--- config.mk ---
export PLATFORM = sky130hd
export DESIGN_NAME = dcs_spacer
export DESIGN_NICKNAME = d
export VERILOG_FILES = /design/src/dcs_pkg.sv /design/src/dcs_age_bank.sv /design/src/dcs_spacer.sv
export VERILOG_INCLUDE_DIRS = /design/src /design/src/src
export SDC_FILE = /design/constraint.sdc
export NUM_CORES = 1
export LEC_CHECK = 0
export BUFFER_PORTS_ARGS = -buffer_cell sky130_fd_sc_hd__buf_4
export CORE_MARGIN = 2
export CORE_UTILIZATION = 35
export DETAILED_ROUTE_END_ITERATION = 10
export HOLD_SLACK_MARGIN = 0.06
export PLACE_DENSITY = 0.47
export REMOVE_ABC_BUFFERS = 1
export SYNTH_ARGS = -nofsm -noshare
export SYNTH_HDL_FRONTEND = slang
export SYNTH_SLANG_ARGS = --single-unit
--- constraint.sdc ---
create_clock -name core_clk_i -period 6.6 [get_ports core_clk_i]
set_clock_uncertainty 0.1 [all_clocks]
set_input_delay 0.66 -clock core_clk_i [delete_from_list [all_inputs] [get_ports core_clk_i]]
set_output_delay 0.66 -clock core_clk_i [all_outputs]
set_load 0.05 [all_outputs]
--- src/dcs_consts.svh ---
// timing figures and derived cycle counts for the command spacer
`ifndef DCS_CONSTS_SVH
`define DCS_CONSTS_SVH

`define DCS_CLK_PERIOD_PS 10000

// round a least time up to whole cycles, never below the cycle minimum
`define DCS_CYC_UP(ps) (((ps) + `DCS_CLK_PERIOD_PS - 1) / `DCS_CLK_PERIOD_PS)
`define DCS_MAX_GAP(n, ps) (((n) > `DCS_CYC_UP(ps)) ? (n) : `DCS_CYC_UP(ps))

`define DCS_COL_SAME_GROUP_CYC 5
`define DCS_COL_SAME_GROUP_PS 5355
`define DCS_COL_OTHER_GROUP_CYC 4

`define DCS_ACT_OTHER_2K_CYC 4
`define DCS_ACT_OTHER_2K_PS 5300
`define DCS_ACT_OTHER_1K_CYC 4
`define DCS_ACT_OTHER_1K_PS 3700
`define DCS_ACT_SAME_2K_CYC 4
`define DCS_ACT_SAME_2K_PS 6400
`define DCS_ACT_SAME_1K_CYC 4
`define DCS_ACT_SAME_1K_PS 5300

`define DCS_FAW_2K_CYC 28
`define DCS_FAW_2K_PS 30000
`define DCS_FAW_1K_CYC 20
`define DCS_FAW_1K_PS 21000
`define DCS_FAW_HALF_CYC 16
`define DCS_FAW_HALF_PS 15000

`define DCS_WTR_OTHER_CYC 2
`define DCS_WTR_OTHER_PS 2500
`define DCS_WTR_SAME_CYC 4
`define DCS_WTR_SAME_PS 7500
`define DCS_RTP_CYC 4
`define DCS_RTP_PS 7500

`define DCS_FAW_DEPTH 4
`define DCS_GROUPS 4
`define DCS_BANKS_PER_GROUP 4

`endif

--- src/dcs_pkg.sv ---
// types shared by the command spacer
package dcs_pkg;
  typedef enum logic [2:0] {
    DCS_CMD_NOP = 3'b000,
    DCS_CMD_ACT = 3'b001,
    DCS_CMD_RD  = 3'b010,
    DCS_CMD_WR  = 3'b011,
    DCS_CMD_PRE = 3'b100
  } dcs_cmd_t;

  typedef enum logic [0:0] {
    DCS_ST_IDLE = 1'b0,
    DCS_ST_HOLD = 1'b1
  } dcs_state_t;
endpackage

--- src/dcs_age_bank.sv ---
// bank of saturating cycle-age counters, restarted per entry
`timescale 1ns/1ns
`default_nettype none
module dcs_age_bank
  import dcs_pkg::*;
#(
  parameter int N  = 4,
  parameter int AW = 8
) (
  input  wire logic                  core_clk_i,
  input  wire logic                  reset_i,
  input  wire logic [N-1:0]          restart_i,
  output var  logic [N-1:0][AW-1:0]  age_o
);
  typedef struct packed {
    logic [N-1:0][AW-1:0] age;
  } dcs_age_st_t;

  dcs_age_st_t st;
  dcs_age_st_t next_st;

  always_comb begin
    next_st = st;
    for (int i = 0; i < N; i++) begin
      if (restart_i[i]) begin
        next_st.age[i] = AW'(1);
      end else if (st.age[i] != {AW{1'b1}}) begin
        next_st.age[i] = st.age[i] + AW'(1);
      end
    end
  end

  // saturated at reset: nothing has happened yet, so nothing blocks
  always_ff @(posedge core_clk_i) begin
    if (reset_i) begin
      st <= '{age: {N{{AW{1'b1}}}}};
    end else begin
      st <= next_st;
    end
  end

  assign age_o = st.age;
endmodule
`default_nettype wire

--- src/dcs_spacer.sv ---
// host-side command spacer holding dram commands until all gaps are met
// How it works
// - same-group column commands: max(5 cycles, 5.355ns)
// - other-group column commands: 4 cycles apart
// - 2KB page, other-group activates: max(4, 5.3ns)
// - smaller page, other-group activates: max(4, 3.7ns)
// - 2KB page, same-group activates: max(4, 6.4ns)
// - smaller page, same-group activates: max(4, 5.3ns)
// - 2KB page: four activates per max(28, 30ns)
// - 1KB page: four activates per max(20, 21ns)
// - half page: four activates per max(16, 15ns)
// - write start to read: per-group write-to-read gaps
// - read to same-bank precharge: max(4, 7.5ns)
`timescale 1ns/1ns
`default_nettype none
`include "dcs_consts.svh"
module dcs_spacer
  import dcs_pkg::*;
#(
  parameter int AW             = 8,
  parameter int GW             = 2,
  parameter int BW             = 2,
  parameter int WRITE_START_LAT = 10
) (
  input  wire logic          core_clk_i,
  input  wire logic          reset_i,
  input  wire logic          wide_part_i,
  input  wire logic          half_page_i,
  input  wire logic          cmd_valid_i,
  input  wire dcs_cmd_t      cmd_kind_i,
  input  wire logic [GW-1:0] cmd_group_i,
  input  wire logic [BW-1:0] cmd_bank_i,
  output var  logic          cmd_ready_o,
  output var  logic          dram_valid_o,
  output var  dcs_cmd_t      dram_cmd_o,
  output var  logic [GW-1:0] dram_group_o,
  output var  logic [BW-1:0] dram_bank_o
);
  localparam int NG = `DCS_GROUPS;
  localparam int NB = `DCS_GROUPS * `DCS_BANKS_PER_GROUP;
  localparam int FD = `DCS_FAW_DEPTH;

  // gap counts in cycles; each time is rounded up first
  localparam logic [AW-1:0] COL_SAME_GAP  =
    AW'(`DCS_MAX_GAP(`DCS_COL_SAME_GROUP_CYC, `DCS_COL_SAME_GROUP_PS));
  localparam logic [AW-1:0] COL_OTHER_GAP = AW'(`DCS_COL_OTHER_GROUP_CYC);
  localparam logic [AW-1:0] ACT_OTHER_2K  = AW'(`DCS_MAX_GAP(`DCS_ACT_OTHER_2K_CYC, `DCS_ACT_OTHER_2K_PS));
  localparam logic [AW-1:0] ACT_OTHER_1K  = AW'(`DCS_MAX_GAP(`DCS_ACT_OTHER_1K_CYC, `DCS_ACT_OTHER_1K_PS));
  localparam logic [AW-1:0] ACT_SAME_2K   = AW'(`DCS_MAX_GAP(`DCS_ACT_SAME_2K_CYC, `DCS_ACT_SAME_2K_PS));
  localparam logic [AW-1:0] ACT_SAME_1K   = AW'(`DCS_MAX_GAP(`DCS_ACT_SAME_1K_CYC, `DCS_ACT_SAME_1K_PS));
  localparam logic [AW-1:0] FAW_2K        = AW'(`DCS_MAX_GAP(`DCS_FAW_2K_CYC, `DCS_FAW_2K_PS));
  localparam logic [AW-1:0] FAW_1K        = AW'(`DCS_MAX_GAP(`DCS_FAW_1K_CYC, `DCS_FAW_1K_PS));
  localparam logic [AW-1:0] FAW_HALF      = AW'(`DCS_MAX_GAP(`DCS_FAW_HALF_CYC, `DCS_FAW_HALF_PS));
  // write gaps count from the write command plus the lead to the internal start
  localparam logic [AW-1:0] WTR_OTHER_GAP =
    AW'(`DCS_MAX_GAP(`DCS_WTR_OTHER_CYC, `DCS_WTR_OTHER_PS) + WRITE_START_LAT);
  localparam logic [AW-1:0] WTR_SAME_GAP  =
    AW'(`DCS_MAX_GAP(`DCS_WTR_SAME_CYC, `DCS_WTR_SAME_PS) + WRITE_START_LAT);
  localparam logic [AW-1:0] RTP_GAP       = AW'(`DCS_MAX_GAP(`DCS_RTP_CYC, `DCS_RTP_PS));

  typedef struct packed {
    dcs_state_t           state;
    dcs_cmd_t             kind;
    logic [GW-1:0]        group;
    logic [BW-1:0]        bank;
    logic                 ready;
    logic                 out_valid;
    dcs_cmd_t             out_cmd;
    logic [GW-1:0]        out_group;
    logic [BW-1:0]        out_bank;
    logic [FD-1:0][AW-1:0] faw_age;
  } dcs_state_st_t;

  dcs_state_st_t st;
  dcs_state_st_t next_st;

  logic [NG-1:0][AW-1:0] col_age;
  logic [NG-1:0][AW-1:0] act_age;
  logic [NG-1:0][AW-1:0] wr_age;
  logic [NB-1:0][AW-1:0] rd_age;
  logic [NG-1:0]         col_restart;
  logic [NG-1:0]         act_restart;
  logic [NG-1:0]         wr_restart;
  logic [NB-1:0]         rd_restart;
  logic                  issue;

  function automatic logic [3:0] bank_index(input logic [GW-1:0] g, input logic [BW-1:0] b);
    bank_index = {g, b};
  endfunction

  function automatic logic gap_met(input logic [AW-1:0] age, input logic [AW-1:0] gap);
    gap_met = (age >= gap);
  endfunction

  // page-size column chosen from the part width; half page is an explicit option
  logic [AW-1:0] act_other_gap;
  logic [AW-1:0] act_same_gap;
  logic [AW-1:0] faw_gap;
  always_comb begin
    act_other_gap = wide_part_i ? ACT_OTHER_2K : ACT_OTHER_1K;
    act_same_gap  = wide_part_i ? ACT_SAME_2K : ACT_SAME_1K;
    if (wide_part_i) begin
      faw_gap = FAW_2K;
    end else if (half_page_i) begin
      faw_gap = FAW_HALF;
    end else begin
      faw_gap = FAW_1K;
    end
  end

  // decide whether the held command may go out this cycle
  logic allowed;
  always_comb begin
    allowed = 1'b1;
    case (st.kind)
      DCS_CMD_RD, DCS_CMD_WR: begin
        for (int h = 0; h < NG; h++) begin
          if (GW'(h) == st.group) begin
            if (!gap_met(col_age[h], COL_SAME_GAP)) allowed = 1'b0;
          end else begin
            if (!gap_met(col_age[h], COL_OTHER_GAP)) allowed = 1'b0;
          end
          if (st.kind == DCS_CMD_RD) begin
            if (GW'(h) == st.group) begin
              if (!gap_met(wr_age[h], WTR_SAME_GAP)) allowed = 1'b0;
            end else begin
              if (!gap_met(wr_age[h], WTR_OTHER_GAP)) allowed = 1'b0;
            end
          end
        end
      end
      DCS_CMD_ACT: begin
        for (int h = 0; h < NG; h++) begin
          if (GW'(h) == st.group) begin
            if (!gap_met(act_age[h], act_same_gap)) allowed = 1'b0;
          end else begin
            if (!gap_met(act_age[h], act_other_gap)) allowed = 1'b0;
          end
        end
        // oldest of the last four activates must have left the window
        if (!gap_met(st.faw_age[FD-1], faw_gap)) allowed = 1'b0;
      end
      DCS_CMD_PRE: begin
        if (!gap_met(rd_age[bank_index(st.group, st.bank)], RTP_GAP)) allowed = 1'b0;
      end
      default: allowed = 1'b1;
    endcase
  end

  assign issue = (st.state == DCS_ST_HOLD) && allowed;

  always_comb begin
    col_restart = '0;
    act_restart = '0;
    wr_restart  = '0;
    rd_restart  = '0;
    if (issue) begin
      case (st.kind)
        DCS_CMD_RD: begin
          col_restart[st.group] = 1'b1;
          rd_restart[bank_index(st.group, st.bank)] = 1'b1;
        end
        DCS_CMD_WR: begin
          col_restart[st.group] = 1'b1;
          wr_restart[st.group]  = 1'b1;
        end
        DCS_CMD_ACT: act_restart[st.group] = 1'b1;
        default: col_restart = '0;
      endcase
    end
  end

  always_comb begin
    next_st = st;
    next_st.out_valid = 1'b0;
    next_st.out_cmd   = DCS_CMD_NOP;
    for (int i = 0; i < FD; i++) begin
      if (st.faw_age[i] != {AW{1'b1}}) next_st.faw_age[i] = st.faw_age[i] + AW'(1);
    end
    case (st.state)
      DCS_ST_IDLE: begin
        if (cmd_valid_i && st.ready) begin
          next_st.state = DCS_ST_HOLD;
          next_st.kind  = cmd_kind_i;
          next_st.group = cmd_group_i;
          next_st.bank  = cmd_bank_i;
          next_st.ready = 1'b0;
        end
      end
      DCS_ST_HOLD: begin
        if (issue) begin
          next_st.state     = DCS_ST_IDLE;
          next_st.ready     = 1'b1;
          next_st.out_valid = 1'b1;
          next_st.out_cmd   = st.kind;
          next_st.out_group = st.group;
          next_st.out_bank  = st.bank;
          if (st.kind == DCS_CMD_ACT) begin
            for (int i = FD - 1; i > 0; i--) begin
              next_st.faw_age[i] = next_st.faw_age[i-1];
            end
            next_st.faw_age[0] = AW'(1);
          end
        end
      end
      default: next_st.state = DCS_ST_IDLE;
    endcase
  end

  always_ff @(posedge core_clk_i) begin
    if (reset_i) begin
      st <= '{state: DCS_ST_IDLE, kind: DCS_CMD_NOP, group: '0, bank: '0, ready: 1'b1,
              out_valid: 1'b0, out_cmd: DCS_CMD_NOP, out_group: '0, out_bank: '0,
              faw_age: {FD{{AW{1'b1}}}}};
    end else begin
      st <= next_st;
    end
  end

  // per-group and per-bank history kept in four separate counter banks
  dcs_age_bank #(.N(NG), .AW(AW)) u_col_age (
    .core_clk_i (core_clk_i),
    .reset_i    (reset_i),
    .restart_i  (col_restart),
    .age_o      (col_age)
  );
  dcs_age_bank #(.N(NG), .AW(AW)) u_act_age (
    .core_clk_i (core_clk_i),
    .reset_i    (reset_i),
    .restart_i  (act_restart),
    .age_o      (act_age)
  );
  dcs_age_bank #(.N(NG), .AW(AW)) u_wr_age (
    .core_clk_i (core_clk_i),
    .reset_i    (reset_i),
    .restart_i  (wr_restart),
    .age_o      (wr_age)
  );
  dcs_age_bank #(.N(NB), .AW(AW)) u_rd_age (
    .core_clk_i (core_clk_i),
    .reset_i    (reset_i),
    .restart_i  (rd_restart),
    .age_o      (rd_age)
  );

  assign cmd_ready_o  = st.ready;
  assign dram_valid_o = st.out_valid;
  assign dram_cmd_o   = st.out_cmd;
  assign dram_group_o = st.out_group;
  assign dram_bank_o  = st.out_bank;
endmodule
`default_nettype wire

==> flow_summary.ini <==
[outcome]
status = finished, final reports clean

[clock_tree]
clock_path_buffers = 3
cts_hold_buf = 0
cts_root_buf = clkbuf_16
cts_tree = built
htreeDepth = 2
cts_inserted_buffers = 34
cts_setup_buffers = 0
clock_latency_ps = 520
cts-resized-gates = 0
cts_sinks = 273
clk_pin_slew_ps = 50

[grt]
grt_pass1_vias = 12100
overflow = 0
grt_first_pass_wirelength_um = 61700
grt_max_degree = 140
antenna_found_initial = 1
grt.total_usage_pct = 16.9

[floorplan]
core_um2 = 41000
dieArea_um2 = 43300
die_w_um = 208
num_rows = 74
die_h_um = 208
io_pins = 21
initial_core_util_pct = 35.6

[synthesis]
synth_area_um2 = 14600
synthMuxAreaShare_pct = 4.49
seq_area_frac_synth_pct = 37.4
synth_edf_count = 0
synth_compound_area_share_pct = 17.5
synth_top_area_share_pct = 37.4
ys_types = 58
ys_seq_elements = 273
synthSimpleGateAreaFrac_pct = 24.2
synth_top_family_by_area = simple AND/OR/NAND/NOR gates
yosysTopAreaCell = dfxtp_1
synthXorXnorAreaFrac_pct = 7.20
ys.flop_type = dfxtp_1
yosysWarnings = 0
avgSynthCellArea_um2 = 8.42
async_flop_share_pct = 0
synthAdderAreaFrac_pct = 4.37
ys_top_cells_by_area = dfxtp_1 37%, a31oi_1 4.8%, nand3_1 4.6%
syn_inst = 1733

[placement]
gp_congestion = 0.759
port_buffers = 20
dp_hpwl_um = 21700
placed_area_um2 = 15100

[critical_path]
worstPathCellList = or4bb_1 -> a211oi_1 -> or4_1 -> nor3_1 -> a41oi_2 -> a21oi_4 -> buf_4 -> o21ai_0
cp_data_arrival_time_ps = 3880
path_class = flop to flop
rr_worst_depth = 8
cp.required_ps = 6850
cp_max_fo = 64
slowest_stage = dfxtp_1
max_stage_delay_ps = 850
critPathLaunchType = flop
critPathCaptureType = flop

[route]
dr_total_vias = 12400
ant_nets = 0
drt-wirelength-per-cell_um = 16.4
drc = 0
routed_wl_um = 36700
drt_iter0_markers = 680
vias_per_cell = 5.54
drt-pass1-iter-count = 5

[pwr]
vdd_drop_max_mv = 0.181
p_leak_nw = 6.40
cellPowerDensity_nw_per_um2 = 519
report.power.total_w = 0.00838

[final_layout]
fin_nets = 1752
fin_area_um2 = 16100
area_growth_pct = 10.5
regArea_um2 = 5470
n_antenna_cell = 0
drive_gt1_share_pct = 7.78
multiInputGateArea_um2 = 8490
n_fill_cell = 4202

[timing]
finalCritPeriodShare_pct = 55.0
rsz0062_at_grt = false
fin_crit_ps = 3630
finalHoldViolCount = 0
worst_slew_pin_slew_ps = 1140
slew_violations = 0
max_freq_mhz = 275
slew_headroom_pct = 23.9
setup_viol = 0

[min_path]
min_path_cells = 3
hp-class = input pin to flop

[job]
max-cap-violations = 0
[Yosys cell counts (47+ instances only)]
cell type and number:
xnor2_1 67, clkbuf_1 79, a32oi_1 51, nor2_1 177, o21ai_0 47, a31oi_1 111, and3_1 53, nand2_1 103
dfxtp_1 273, nand3_1 133, xor2_1 53, a21oi_1 49, mux2i_1 52, ha_1 51
[cells in the final DEF, fill, tap and decap left out, types with 11 or more instances in the layout]
master	Yosys	routed
a21oi_1	49	49
a22oi_1	39	39
a311o_1	24	24
a31oi_1	111	111
a32oi_1	51	51
and2_1	21	20
and3_1	53	53
buf_4	9	38
clkbuf_1	79	12
clkbuf_16	0	35
dfxtp_1	273	273
ha_1	51	51
inv_1	44	43
mux2_2	12	12
mux2i_1	52	52
nand2_1	103	103
nand2b_1	14	14
nand3_1	133	133
nand3b_1	11	11
nand4_1	40	40
nor2_1	177	174
nor3_1	37	36
nor4_1	22	21
o21a_1	19	19
o21ai_0	47	47
or2_2	21	21
or4_1	22	22
xnor2_1	67	67
xor2_1	53	53
[through the flow]
step / hold slack, ps / utilization [%] / cells / setup TNS, ps / setup WS, ps
after global routing: 270 / 39.3 / 2242 / 0 / 2750
after detailed placement: 353 / 36.8 / 2185 / 0 / 2910
after global placement: 346 / 36.8 / 2185 / 0 / 2950
after floorplan: 354 / - / 1613 / -515640 / -2840
final: 279 / 39.3 / 2242 / 0 / 2970
after CTS: 257 / 39.3 / 2242 / 0 / 2970
[registers in the layout, indices dropped and copies added (netlist names)]
register         flops
dram_bank_o          2
st                  40
u_wr_age.age_o      32
dram_group_o         2
u_col_age.age_o     32
cmd_ready_o          1
u_rd_age.age_o     128
u_act_age.age_o     32
dram_cmd_o           3
dram_valid_o         1
[cells by family after synthesis]
group / after synthesis
muxes: 64
buffers and inverters: 164
and+or+nand+nor: 691
DFF: 273
adders and majority gates: 51
AOI/OAI and AO/OA: 370
xor gates and xnor gates: 120
[metal layers]
metal | global-route usage, % | part of all wire [%] | vias to the layer above
li1 | - | - | 6273
met1 | 22.3 | 48 | 5955
met2 | 28.8 | 47 | 139
met3 | 2.60 | 3.1 | 49
met4 | 4.61 | 2.0 | 0
met5 | 0 | 0 | -
[final cells by class]
cell class	instances	share of cell area, %
clock inverter	4	0.147
sequential	273	33.9
timing repair buffer	40	1.96
clock buffer	53	6.22
multi-input combinational	1296	52.6
inverter	44	1.04
tap	532	4.13
[worst paths after layout]
check / from / to / slack [ps]
min reg2reg: dram_bank_o[1] / dram_bank_o[1] / 360
min: cmd_kind_i[0] / st[45] / 280
max reg2reg: st[44] / st[2] / 2970
max: st[44] / st[2] / 2970
[where the power goes]
group          internal [W]  switching [W]  total (W)
registers           0.00226       0.000632    0.00290
logic               0.00179        0.00193    0.00373
clock network       0.00104       0.000713    0.00175
[critical path: cells and delay by family, from the launching register on]
kind            cells  cell delay [ps]
compound gates      4              660
buf+inv             1              670
flops               1              850
simple gates        3             1130
Power figures use the tool's default switching activity.
